==> config.mk <==
export PLATFORM = sky130hd
export DESIGN_NAME = eiu_external_interface_unit
export DESIGN_NICKNAME = d
export VERILOG_FILES = /design/src/shared/eiu_pkg.sv /design/src/design/eiu_external_interface_unit.sv /design/src/design/eiu_lane_mux.sv
export SDC_FILE = /design/constraint.sdc
export NUM_CORES = 1
export LEC_CHECK = 0
export BUFFER_PORTS_ARGS = -buffer_cell sky130_fd_sc_hd__buf_2
export CAP_MARGIN = 5
export CORE_MARGIN = 4
export CORE_UTILIZATION = 35
export DETAILED_ROUTE_END_ITERATION = 10
export SLEW_MARGIN = 10
export SYNTH_ARGS = -nofsm -noshare
export SYNTH_HDL_FRONTEND = slang
export SYNTH_SLANG_ARGS = --single-unit
==> constraint.sdc <==
create_clock -name clk_sys -period 3.4 [get_ports clk_sys]
set_clock_uncertainty 0.15 [all_clocks]
set_input_delay 0.17 -clock clk_sys [delete_from_list [all_inputs] [get_ports clk_sys]]
set_output_delay 0.17 -clock clk_sys [all_outputs]
set_load 0.05 [all_outputs]
==> src/shared/eiu_pkg.sv <==
// Constants and types for the external interface unit
package eiu_pkg;
    localparam int ADDR_W = 22;
    localparam int DATA_W = 16;
    localparam int NUM_CS = 6;
    localparam logic [7:0] CS_BASE_CODE = 8'h40;
    localparam logic [7:0] CS_LAST_CODE = 8'h45;
    localparam logic [31:0] BOOT_EXT_VECTOR = 32'h4000_0000;
    localparam logic [31:0] BOOT_INT_VECTOR = 32'h0000_0000;
    // Port-size field encodings
    localparam logic [1:0] PS_8_UPPER = 2'h0;
    localparam logic [1:0] PS_8_LOWER = 2'h1;
    localparam logic [1:0] PS_16 = 2'h2;
    // Transfer size code
    localparam logic [1:0] SZ_WORD = 2'h0;
    localparam logic [1:0] SZ_BYTE = 2'h1;
    localparam logic [1:0] SZ_HALF = 2'h2;
    // Reset values for chip select zero
    localparam logic [3:0] CS0_RESET_WAITS = 4'hf;
    localparam logic [1:0] CS0_RESET_PORT = PS_16;
    // Watchdog limit
    localparam int WDOG_CYCLES = 128;
    localparam logic [7:0] WDOG_LIMIT = 8'(WDOG_CYCLES - 1);
    typedef enum logic [3:0] {
        EIU_IDLE = 4'b0001,
        EIU_CYCLE = 4'b0010,
        EIU_NEXT = 4'b0100,
        EIU_DONE = 4'b1000
    } eiu_state_t;
endpackage

==> src/design/eiu_external_interface_unit.sv <==
// External interface unit: chip selects, bus sizing, boot select and watchdog
`timescale 1ns/10ps
`default_nettype none
module eiu_external_interface_unit
    import eiu_pkg::*;
(
    input wire logic clk_sys,
    input wire logic rstn,
    // Core bus
    input wire logic core_req,
    input wire logic core_write,
    input wire logic [31:0] core_addr,
    input wire logic [eiu_pkg::NUM_CS*2-1:0] core_size_unused,
    input wire logic [1:0] core_size,
    input wire logic [31:0] core_wdata,
    output logic [31:0] core_rdata,
    output logic transfer_ack,
    output logic transfer_error_ack,
    output logic [1:0] transfer_size_code,
    // Per-select configuration
    input wire logic [eiu_pkg::NUM_CS-1:0] cs_enable,
    input wire logic [eiu_pkg::NUM_CS-1:0] cs_gpo_level,
    input wire logic [eiu_pkg::NUM_CS*4-1:0] cs_wait_states,
    input wire logic [eiu_pkg::NUM_CS*2-1:0] port_size_field,
    input wire logic cfg_valid,
    // Boot control
    input wire logic boot_select,
    input wire logic reset_out_n,
    output logic int_rom_enable,
    output logic [31:0] reset_vector,
    // External pins
    output logic [eiu_pkg::ADDR_W-1:0] ext_address_lines,
    input wire logic [eiu_pkg::DATA_W-1:0] ext_data_in,
    output logic [eiu_pkg::DATA_W-1:0] ext_data_out,
    output logic ext_data_oe,
    output logic rd_wr,
    output logic byte_lane_enable_upper_n,
    output logic byte_lane_enable_lower_n,
    output logic out_enable_n,
    output logic chip_select_zero_n,
    output logic [3:0] chip_selects_one_to_four_n,
    output logic chip_select_five_high
);
    import eiu_pkg::*;

    eiu_state_t state_q;
    logic [7:0] wdog_q;
    logic [4:0] wait_q;
    logic [1:0] beat_q;
    logic [1:0] beats_left_q;
    logic [1:0] off_q;
    logic [2:0] cs_idx_q;
    logic active_q;
    logic wr_q;
    logic [1:0] ps_q;
    logic [31:0] wdata_q;
    logic [31:0] rdata_q;
    logic [21:0] base_q;
    logic boot_ext_q;
    logic boot_first_q;
    logic reset_out_d1_q;
    logic [15:0] lane_out;
    logic lane_up;
    logic lane_lo;
    logic [2:0] dec_idx;
    logic [3:0] dec_code;
    logic dec_hit;
    logic [1:0] beats_need;
    logic [3:0] cfg_waits [NUM_CS];
    logic [1:0] cfg_ps [NUM_CS];
    logic wdog_expire;

    // Decode of chip-select window from the top address byte
    function automatic logic [3:0] cs_decode(input logic [7:0] top);
        if (top >= CS_BASE_CODE && top <= CS_LAST_CODE) begin
            cs_decode = {1'b1, 3'(top - CS_BASE_CODE)};
        end else begin
            cs_decode = 4'h0;
        end
    endfunction

    // Bus cycles needed after the first for a size on a port
    function automatic logic [1:0] beats_for(input logic [1:0] sz, input logic [1:0] ps);
        logic wide;
        wide = (ps == PS_16);
        case (sz)
            SZ_WORD: beats_for = wide ? 2'h1 : 2'h3;
            SZ_HALF: beats_for = wide ? 2'h0 : 2'h1;
            default: beats_for = 2'h0;
        endcase
    endfunction

    // Per-select config; select zero forced to reset values until configured
    genvar gi;
    generate
        for (gi = 0; gi < NUM_CS; gi++) begin : g_cfg
            if (gi == 0) begin : g_zero
                assign cfg_waits[gi] = cfg_valid ? cs_wait_states[3:0] : CS0_RESET_WAITS;
                assign cfg_ps[gi] = cfg_valid ? port_size_field[1:0] : CS0_RESET_PORT;
            end else begin : g_rest
                assign cfg_waits[gi] = cs_wait_states[gi*4 +: 4];
                assign cfg_ps[gi] = port_size_field[gi*2 +: 2];
            end
        end
    endgenerate

    always_comb begin
        dec_code = cs_decode(core_addr[31:24]);
        dec_hit = dec_code[3];
        dec_idx = dec_code[2:0];
        beats_need = beats_for(core_size, cfg_ps[dec_idx]);
    end

    assign wdog_expire = active_q && (wdog_q == WDOG_LIMIT);

    eiu_lane_mux u_lane (
        .port_size(ps_q),
        .byte_off(off_q),
        .wdata(wdata_q),
        .ext_out(lane_out),
        .upper_en(lane_up),
        .lower_en(lane_lo)
    );

    // Boot source captured while reset-out is held
    always_ff @(posedge clk_sys) begin
        if (!rstn) begin
            boot_ext_q <= 1'b0;
            boot_first_q <= 1'b0;
            reset_out_d1_q <= 1'b0;
        end else begin
            reset_out_d1_q <= reset_out_n;
            if (!reset_out_n) begin
                boot_ext_q <= ~boot_select;
                boot_first_q <= ~boot_select;
            end else if (core_req && state_q == EIU_IDLE && reset_out_d1_q) begin
                boot_first_q <= 1'b0;
            end
        end
    end

    assign int_rom_enable = ~boot_first_q;
    assign reset_vector = boot_ext_q ? BOOT_EXT_VECTOR : BOOT_INT_VECTOR;

    // Access sequencer
    always_ff @(posedge clk_sys) begin
        if (!rstn) begin
            state_q <= EIU_IDLE;
            active_q <= 1'b0;
            wait_q <= 5'h00;
            beat_q <= 2'h0;
            beats_left_q <= 2'h0;
            off_q <= 2'h0;
            cs_idx_q <= 3'h0;
            wr_q <= 1'b0;
            ps_q <= PS_16;
            wdata_q <= 32'h0;
            rdata_q <= 32'h0;
            base_q <= 22'h0;
            transfer_size_code <= SZ_WORD;
        end else begin
            case (state_q)
                EIU_IDLE: begin
                    if (core_req && dec_hit && cs_enable[dec_idx]) begin
                        state_q <= EIU_CYCLE;
                        active_q <= 1'b1;
                        cs_idx_q <= dec_idx;
                        wr_q <= core_write;
                        ps_q <= cfg_ps[dec_idx];
                        wdata_q <= core_wdata;
                        base_q <= core_addr[21:0];
                        // Aligned start; low bits forced for halfword/word
                        off_q <= (core_size == SZ_WORD) ? 2'h0 :
                                 (core_size == SZ_HALF) ? {core_addr[1], 1'b0} : core_addr[1:0];
                        beats_left_q <= beats_need;
                        beat_q <= 2'h0;
                        // One setup cycle so the pins settle before the strobed edge
                        wait_q <= {1'b0, cfg_waits[dec_idx]} + 5'h01;
                        transfer_size_code <= core_size;
                    end
                end
                EIU_CYCLE: begin
                    if (wdog_expire) begin
                        state_q <= EIU_DONE;
                        active_q <= 1'b0;
                    end else if (wait_q != 5'h00) begin
                        wait_q <= wait_q - 5'h01;
                    end else begin
                        // Capture read data into the addressed byte(s)
                        if (ps_q == PS_16) begin
                            rdata_q[8*(3-{off_q[1], 1'b0}) +: 8] <= ext_data_in[15:8];
                            rdata_q[8*(3-{off_q[1], 1'b1}) +: 8] <= ext_data_in[7:0];
                        end else if (ps_q == PS_8_UPPER) begin
                            rdata_q[8*(3-off_q) +: 8] <= ext_data_in[15:8];
                        end else begin
                            rdata_q[8*(3-off_q) +: 8] <= ext_data_in[7:0];
                        end
                        if (beats_left_q == 2'h0) begin
                            state_q <= EIU_DONE;
                            active_q <= 1'b0;
                        end else begin
                            state_q <= EIU_NEXT;
                        end
                    end
                end
                EIU_NEXT: begin
                    beats_left_q <= beats_left_q - 2'h1;
                    beat_q <= beat_q + 2'h1;
                    off_q <= off_q + ((ps_q == PS_16) ? 2'h2 : 2'h1);
                    wait_q <= {1'b0, cfg_waits[cs_idx_q]} + 5'h01;
                    state_q <= wdog_expire ? EIU_DONE : EIU_CYCLE;
                    active_q <= ~wdog_expire;
                end
                EIU_DONE: begin
                    state_q <= EIU_IDLE;
                end
                default: begin
                    state_q <= EIU_IDLE;
                    active_q <= 1'b0;
                end
            endcase
        end
    end

    // Watchdog counts from access start, cleared each termination
    always_ff @(posedge clk_sys) begin
        if (!rstn) begin
            wdog_q <= 8'h0;
        end else if (!active_q) begin
            wdog_q <= 8'h0;
        end else begin
            wdog_q <= wdog_q + 8'h1;
        end
    end

    // Core answers
    always_ff @(posedge clk_sys) begin
        if (!rstn) begin
            transfer_ack <= 1'b0;
            transfer_error_ack <= 1'b0;
            core_rdata <= 32'h0;
        end else begin
            transfer_ack <= (state_q == EIU_CYCLE) && !wdog_expire && wait_q == 5'h00
                && beats_left_q == 2'h0;
            transfer_error_ack <= wdog_expire;
            if (state_q == EIU_DONE) begin
                core_rdata <= rdata_q;
            end
        end
    end

    // External pins; address and data hold when idle
    always_ff @(posedge clk_sys) begin
        if (!rstn) begin
            ext_address_lines <= '0;
            ext_data_out <= '0;
        end else if (active_q && state_q == EIU_CYCLE) begin
            ext_address_lines <= {base_q[21:2], off_q};
            if (wr_q) begin
                ext_data_out <= (ps_q == PS_16 && !off_q[0]) ?
                    {lane_out[15:8], wdata_q[8*(2-off_q) +: 8]} : lane_out;
            end
        end
    end

    always_comb begin
        ext_data_oe = active_q && wr_q;
        rd_wr = ~(active_q && wr_q);
        out_enable_n = ~(active_q && !wr_q);
        // Both lanes on a 16-bit port for halfword and word beats
        byte_lane_enable_upper_n = ~(active_q && (lane_up || (ps_q == PS_16 && transfer_size_code != SZ_BYTE)));
        byte_lane_enable_lower_n = ~(active_q && (lane_lo || (ps_q == PS_16 && transfer_size_code != SZ_BYTE)));
        // Select zero active low; after boot from it, asserted on first fetch only if cs_enable[0] is set
        chip_select_zero_n = ~(active_q && cs_idx_q == 3'h0);
        for (int i = 0; i < 4; i++) begin
            // General outputs until enabled as selects
            chip_selects_one_to_four_n[i] = cs_enable[i+1] ?
                ~(active_q && cs_idx_q == 3'(i + 1)) : (cfg_valid ? cs_gpo_level[i+1] : 1'b1);
        end
        chip_select_five_high = cs_enable[5] ?
            (active_q && cs_idx_q == 3'h5) : (cfg_valid && cs_gpo_level[5]);
    end
endmodule
`default_nettype wire

==> src/design/eiu_lane_mux.sv <==
// Byte lane steering between the internal word and the external port
`timescale 1ns/10ps
`default_nettype none
module eiu_lane_mux
    import eiu_pkg::*;
(
    input wire logic [1:0] port_size,
    input wire logic [1:0] byte_off,
    input wire logic [31:0] wdata,
    output logic [15:0] ext_out,
    output logic upper_en,
    output logic lower_en
);
    logic [7:0] sel_byte;

    always_comb begin
        // Offset 0 is the top byte of the internal word
        case (byte_off)
            2'h0: sel_byte = wdata[31:24];
            2'h1: sel_byte = wdata[23:16];
            2'h2: sel_byte = wdata[15:8];
            default: sel_byte = wdata[7:0];
        endcase
        ext_out = {sel_byte, sel_byte};
        upper_en = 1'b0;
        lower_en = 1'b0;
        case (port_size)
            PS_8_UPPER: upper_en = 1'b1;
            PS_8_LOWER: lower_en = 1'b1;
            default: begin
                // Even bytes high lane, odd bytes low lane
                upper_en = ~byte_off[0];
                lower_en = byte_off[0];
            end
        endcase
    end
endmodule
`default_nettype wire

### After elaboration in Yosys (flattened, before gate mapping)

Cells that the tools add are included.

* equality and inequality tests: 23
* order comparisons: 5
* add/sub/neg operators: 14
* reduce and logical (&&, ||, !) cells: 45
* shift-type cells: 8
* mux-type cells: 61
* bitwise operators: 17

Operator list (count)
* variable part select 8 x 34 -> 32 bit: 4
* bitwise mux 32 bit: 4
* negator 32 -> 34 bit: 3
* variable shift 8 x 34 -> 32 bit, first input constant: 3
* 2-to-1 mux 32 bit: 2
* 2-to-1 mux 4 bit: 11
* variable part select 32 x 33 -> 8 bit: 1
* 2-to-1 mux 31 bit: 1
* binary-select mux 4 bit (select 3 bit): 2
* case mux 8 bit (3 select lines): 1
* logical AND 1 bit: 23
* 2-to-1 mux 1 bit: 18
* 2-to-1 mux 2 bit: 8
* 2-to-1 mux 5 bit: 3
* NOT 1 bit: 15
* case mux 5 bit (3 select lines): 1
* case mux 2 bit (2 select lines): 3
* case mux 4 bit (3 select lines): 1
* subtractor 2 x 2 -> 3 bit, first input constant: 4
* adder 4 x 1 -> 5 bit, second input constant: 2
* AND reduction 2 bit: 5
* adder 8 x 1 -> 8 bit, second input constant: 1
* == test 2 bit, second input constant: 4
* == test 8 x 7 -> 1 bit, second input constant: 1
* other kinds (35): 52

* output and inout bits: 118
* input bits: 149
* bits in registers: 191

### Longest topological paths before layout

* word-level depth: 12
* mapped depth: 11
* mapped depth without buffers: 10

### By module

Synthesis repeated with hierarchy kept, for this count alone.

* cell total of the unflattened synthesis: 1140
* area, all modules: 9382.7 µm²

By module, submodules not included
* eiu_external_interface_unit: instances 1, seq. area each 3783.6 µm², cells each 1120, area an instance 9105.0 µm²
* eiu_lane_mux: instances 1, seq. area each 0.0 µm², cells each 20, area an instance 277.8 µm²

### Worst setup path after synthesis

Ideal clock, no wire load.

* kind: register -> register
* from: register off_q[0]
* to: register rdata_q[16]
* arrival time: 2.434 ns
* setup time: 0.086 ns
* setup slack: 0.730 ns
* stages on the path, launching flop included: 9
* buffers on the path: 2
* period minus slack after synthesis: 2.670 ns
* cells stage by stage: dfxtp_1 > clkbuf_1 > inv_1 > ha_1 > clkbuf_1 > nand4_1 > nor3_1 > a22oi_1 > a211oi_1

* cells in the longest elaborated chain, start to end: 6
* elaborated cells on any way between the ends: 9
* those cells by class: add/sub: 2; shift: 3; mux: 4

RTL lines
* start: declaration: line eiu_external_interface_unit.sv:51 `logic [1:0] off_q;`
* start signal: assignment: line eiu_external_interface_unit.sv:173 `off_q <= (core_size == SZ_WORD) ? 2'h0 :`
* start signal: assignment: line eiu_external_interface_unit.sv:209 `off_q <= off_q + ((ps_q == PS_16) ? 2'h2 : 2'h1);`
* subtractor 2 x 2 -> 3 bit *: line eiu_external_interface_unit.sv:194, eiu_external_interface_unit.sv:196
* negator 32 -> 34 bit *: line eiu_external_interface_unit.sv:194, eiu_external_interface_unit.sv:196
* variable part select 8 x 34 -> 32 bit (tied with other cells): line eiu_external_interface_unit.sv:196 `rdata_q[8*(3-off_q) +: 8] <= ext_data_in[7:0];`
* bitwise mux 32 bit, on equally long branches: line eiu_external_interface_unit.sv:196, eiu_external_interface_unit.sv:194
* 2-to-1 mux 32 bit *: line eiu_external_interface_unit.sv:193 `end else if (ps_q == PS_8_UPPER) begin`
* 2-to-1 mux 32 bit *: line eiu_external_interface_unit.sv:190 `if (ps_q == PS_16) begin`
* end signal: indexed assignment: line eiu_external_interface_unit.sv:191 `rdata_q[8*(3-{off_q[1], 1'b0}) +: 8] <= ext_data_in[15:8];`
* end signal: indexed assignment: line eiu_external_interface_unit.sv:194 `rdata_q[8*(3-off_q) +: 8] <= ext_data_in[15:8];`
* end signal: indexed assignment: line eiu_external_interface_unit.sv:196
* end: declaration: line eiu_external_interface_unit.sv:57 `logic [31:0] rdata_q;`

Every way passes the cells marked *; elsewhere a longest branch is shown, timed or not.
A chain may end at the register's enable or synchronous reset.

### Worst setup path in the final report

* from: register cs_idx_q[1]
* to: register wait_q[2]

* cells in the longest elaborated chain, start to end: 6

RTL lines
* start: declaration: line eiu_external_interface_unit.sv:52 `logic [2:0] cs_idx_q;`
* start signal: assignment: line eiu_external_interface_unit.sv:167 `cs_idx_q <= dec_idx;`
* NOT 3 -> 4 bit (implied by the code): line eiu_external_interface_unit.sv:210 `wait_q <= {1'b0, cfg_waits[cs_idx_q]} + 5'h01;`
* binary-select mux 4 bit (select 3 bit): line eiu_external_interface_unit.sv:210
* 2-to-1 mux 4 bit (implied by the code) (2 in series): line eiu_external_interface_unit.sv:210
* adder 4 x 1 -> 5 bit: line eiu_external_interface_unit.sv:210
* case mux 5 bit (3 select lines): line eiu_external_interface_unit.sv:162 `case (state_q)`
* end signal: assignment: line eiu_external_interface_unit.sv:178 `wait_q <= {1'b0, cfg_waits[dec_idx]} + 5'h01;`
* end signal: assignment: line eiu_external_interface_unit.sv:187 `wait_q <= wait_q - 5'h01;`
* end signal: assignment: line eiu_external_interface_unit.sv:210
* end: declaration: line eiu_external_interface_unit.sv:48 `logic [4:0] wait_q;`

No other way between the ends. The select of a mux whose other input is x is not followed.

==> results.txt <==
full die area: 29400 um2
number of register bits inferred by synthesis: 189
Final Routed Wirelength: 28.9 mm
Skew-Pair Late Insertion Delay: 0.44 ns
result of the run: completed
most used flip-flop cell after synthesis: sky130_fd_sc_hd__dfxtp_1
hold crit path type: input port to flip-flop
setup violators final: 0
share of synthesized registers carrying an async set or reset: 0%
FF-to-FF path depth: 10
Worst path top cell family by delay: compound AO/OA/AOI/OAI gates
first-pass GRT wire length: 45.1 mm
DPL Wire Length: 19.8 mm
Tot Pwr: 4.80 mW
global route overflow: 0
H-tree depth: 4
number of warning messages in the yosys log: 0
Hold EP: off_q[1]$_SDFFE_PN0P_
path type of the worst setup path: flip-flop to flip-flop
mapped cell area: 9370 um2
capturing point of the worst reg2reg path: wait_q[2]$_SDFFE_PN0P_
mean cell area of the mapped netlist: 7.80 um2
number of rows created at floorplan: 59
clock tree from TritonCTS: done
count of nets after finishing: 1595
required time worst endpoint: 3.58 ns
largest net degree at the start of global routing: 102
headroom to the max-slew limit: 30.8%
ordered cell list for the critical path: mux2_2, a22oi_1, a221oi_1, a311o_2, ha_1, nor2_1, nand3_1, o31ai_1, nor4_1, o221a_1
number of violations of the max-capacitance limit: 0
placed standard-cell area: 10600 um2
IO buf count: 220
fraction of final layout cells with drive strength greater than 1: 21.6%
time the worst path needs with I/O delays and setup: 2.84 ns
DRC marker count from the first detailed-route iteration: 848
area of the placeable core: 26200 um2
type of destination of the critical path: flip-flop
WP depth: 10
via total after detailed routing: 9307
# fillers: 2645
count of flip-flops with a built-in enable after synthesis: 0
maximum fanout along the worst path: 14
arrival time at the worst endpoint: 3.02 ns
multi-input gate area in the final layout: 4990 um2
startpoint of the worst register-to-register path: cs_idx_q[1]$_SDFFE_PN0P_
final-layout setup total negative slack: 0 ns
slowest stage cell, crit path: sky130_fd_sc_hd__dfxtp_1
CTS root buffer: sky130_fd_sc_hd__clkbuf_16
Worst Hold Path Cells: 5
weighted congestion at the end of routability-driven global placement: 0.887
Vias per Instance: 5.23
final hold violation count: 0
top post-synthesis cells by area: sky130_fd_sc_hd__dfxtp_1 40%, sky130_fd_sc_hd__nand2_1 11%, sky130_fd_sc_hd__a21oi_1 8.9%
Finished Cell Area: 11800 um2
setup slack at placement: 0.585 ns
Die Width: 172 um
Distinct cells, synth: 77
register area share after synthesis: 40.4%
number of antenna violations at the first check in global routing: 1
starting density of the core: 35.7%
flop2flop setup slack: 0.56 ns
largest stage delay on the critical path: 0.67 ns
Syn-to-layout area delta: 25.5%
CTS sink count: 189
beginning of the worst hold path: core_addr[1]
area share of the largest cell type after synthesis: 40.4%
slew of the pin with the lowest slew margin: 1.04 ns
maximum clock path buffer count: 2
number of routed nets with antenna violations: 0
final worst slack: 0.558 ns
synthesized netlist cell count: 1201
TritonCTS Buffers: 17
number of global-route vias before repair: 8578
fin util: 44.8%
number of buffer and inverter stages on the critical path: 0
Max rail drop VDD: 0.000251 V
number of pins with negative max-slew slack in the final report: 0
routed length per instance: 16.2 um
f_max: 0.352 GHz
final worst path period share: 83.6%
I/O pin count: 267
cell accounting for the most synthesized area: sky130_fd_sc_hd__dfxtp_1
clock slew at the register clock pins of the worst setup and hold paths: 0.07 ns
RSZ-0062 raised after global routing: no
power density normalized to cell area: 409 nW/um2
number of gates resized after cts: 0
leakage power of the design: 4.49 nW
drt drc: 0
number of iterations in the first detailed-routing pass: 7
Die Y: 172 um
total routing resource utilization after global routing: 19.1%
launching element type of the critical path: flip-flop
flip-flop and latch area: 3780 um2
-- power breakdown --
group	internal (mW)	total (mW)	leakage (nW)	switching (mW)
combinational	0.193	0.556	2.68	0.363
sequential	2.23	2.24	1.52	0.0152
clock	1.11	2.01	0.284	0.898
total	3.53	4.80	4.49	1.28
-- state kept, by name (all words and copies together), names as in the netlist --
signal and count:
wdata_q 32, boot_ext_q 1, cs_idx_q 3, transfer_ack 1, wdog_q 8, transfer_error_ack 1
rdata_q 32, active_q 1, reset_out_d1_q 1, base_q 20, ext_address_lines 22, state_q 4
off_q 2, ps_q 2, core_rdata 32, wait_q 5, boot_first_q 1, transfer_size_code 2
wr_q 1, beats_left_q 2, ext_data_out 16
-- worst reg2reg max path, cell delays in order, from the launching register on --
cell and delay (ns):
sky130_fd_sc_hd__dfxtp_1 0.67, sky130_fd_sc_hd__mux2_2 0.40, sky130_fd_sc_hd__a22oi_1 0.14, sky130_fd_sc_hd__a221oi_1 0.10, sky130_fd_sc_hd__a311o_2 0.40, sky130_fd_sc_hd__ha_1 0.24
sky130_fd_sc_hd__nor2_1 0.14, sky130_fd_sc_hd__nand3_1 0.09, sky130_fd_sc_hd__o31ai_1 0.09, sky130_fd_sc_hd__nor4_1 0.09, sky130_fd_sc_hd__o221a_1 0.24
-- synthesized netlist by cell type (15+ instances only) --
master                     number
sky130_fd_sc_hd__a211oi_1      38
sky130_fd_sc_hd__a21oi_1      167
sky130_fd_sc_hd__a22oi_1       19
sky130_fd_sc_hd__buf_2         21
sky130_fd_sc_hd__buf_4         35
sky130_fd_sc_hd__clkbuf_1      56
sky130_fd_sc_hd__dfxtp_1      189
sky130_fd_sc_hd__inv_1         29
sky130_fd_sc_hd__mux2i_1       15
sky130_fd_sc_hd__nand2_1      275
sky130_fd_sc_hd__nor2_1       111
sky130_fd_sc_hd__o21ai_0       33
sky130_fd_sc_hd__o22ai_1       20
-- metal layers --
layer	GRT usage [%]	part of all wire, %	vias to the layer above
met2	31.3	48	349
met4	5.99	2.3	0
met3	3.33	6.3	44
met1	25.7	43	4316
met5	0	0	-
li1	-	-	4598
-- through the flow --
stage	hold slack, ns	instances
after floorplan	0.142	1231
after global placement	0.264	1689
after detailed placement	0.268	1689
after CTS	0.00649	1780
after global routing	0.0210	1781
final	0.0146	1781
-- kinds of logic (layout without fill, tap and decap cells) --
group | count (synthesis) | count (layout) | share of synthesized area (%)
compound gates | 334 | 334 | 22.3
buf+inv | 148 | 362 | 7.85
xor+xnor | 8 | 8 | 0.748
other cells | 1 | 32 | 0.0400
flops | 189 | 189 | 40.4
mux | 29 | 29 | 4.53
simple gates | 479 | 479 | 22.4
fa+ha+maj | 13 | 13 | 1.74
-- cell type report --
| class | instances | share of cell area (%) |
|---|---|---|
| Timing Repair Buffer | 300 | 15.9 |
| Tap cell | 335 | 3.57 |
| Clock inverter | 12 | 1.15 |
| Inverter | 31 | 1.01 |
| Sequential cell | 189 | 32.2 |
| Clock buffer | 19 | 3.77 |
| Antenna cell | 1 | 0.0213 |
| Multi-Input combinational cell | 894 | 42.4 |
-- worst max-delay path by stage --
stage	from	to	slack, ns
2_1_floorplan	off_q[0]$_SDFFE_PN0P_	rdata_q[16]$_SDFFE_PN0P_	0.73
3_3_place_gp	core_addr[29]	wait_q[2]$_SDFFE_PN0P_	0.60
3_5_place_dp	core_addr[29]	wait_q[2]$_SDFFE_PN0P_	0.59
4_1_cts	cs_idx_q[1]$_SDFFE_PN0P_	wait_q[2]$_SDFFE_PN0P_	0.57
5_1_grt	state_q[2]$_SDFFE_PN0P_	wait_q[2]$_SDFFE_PN0P_	0.35
6_report	cs_idx_q[1]$_SDFFE_PN0P_	wait_q[2]$_SDFFE_PN0P_	0.56
-- layout by cell type (no fill, tap or decap), types with 15 or more instances in the layout --
master / count
sky130_fd_sc_hd__nand2_1: 275
sky130_fd_sc_hd__buf_2: 220
sky130_fd_sc_hd__dfxtp_1: 189
sky130_fd_sc_hd__a21oi_1: 167
sky130_fd_sc_hd__nor2_1: 111
sky130_fd_sc_hd__dlygate4sd3_1: 60
sky130_fd_sc_hd__a211oi_1: 38
sky130_fd_sc_hd__o21ai_0: 33
sky130_fd_sc_hd__conb_1: 31
sky130_fd_sc_hd__inv_1: 28
sky130_fd_sc_hd__o22ai_1: 20
sky130_fd_sc_hd__a22oi_1: 19
sky130_fd_sc_hd__buf_4: 19
sky130_fd_sc_hd__clkbuf_16: 17
sky130_fd_sc_hd__mux2i_1: 15
-- what timing repair did --
action,CTS,global route
setup buffers,0,0
hold endpoints to repair,69,0
hold buffers,60,0
(Power assumes the default switching activity.)
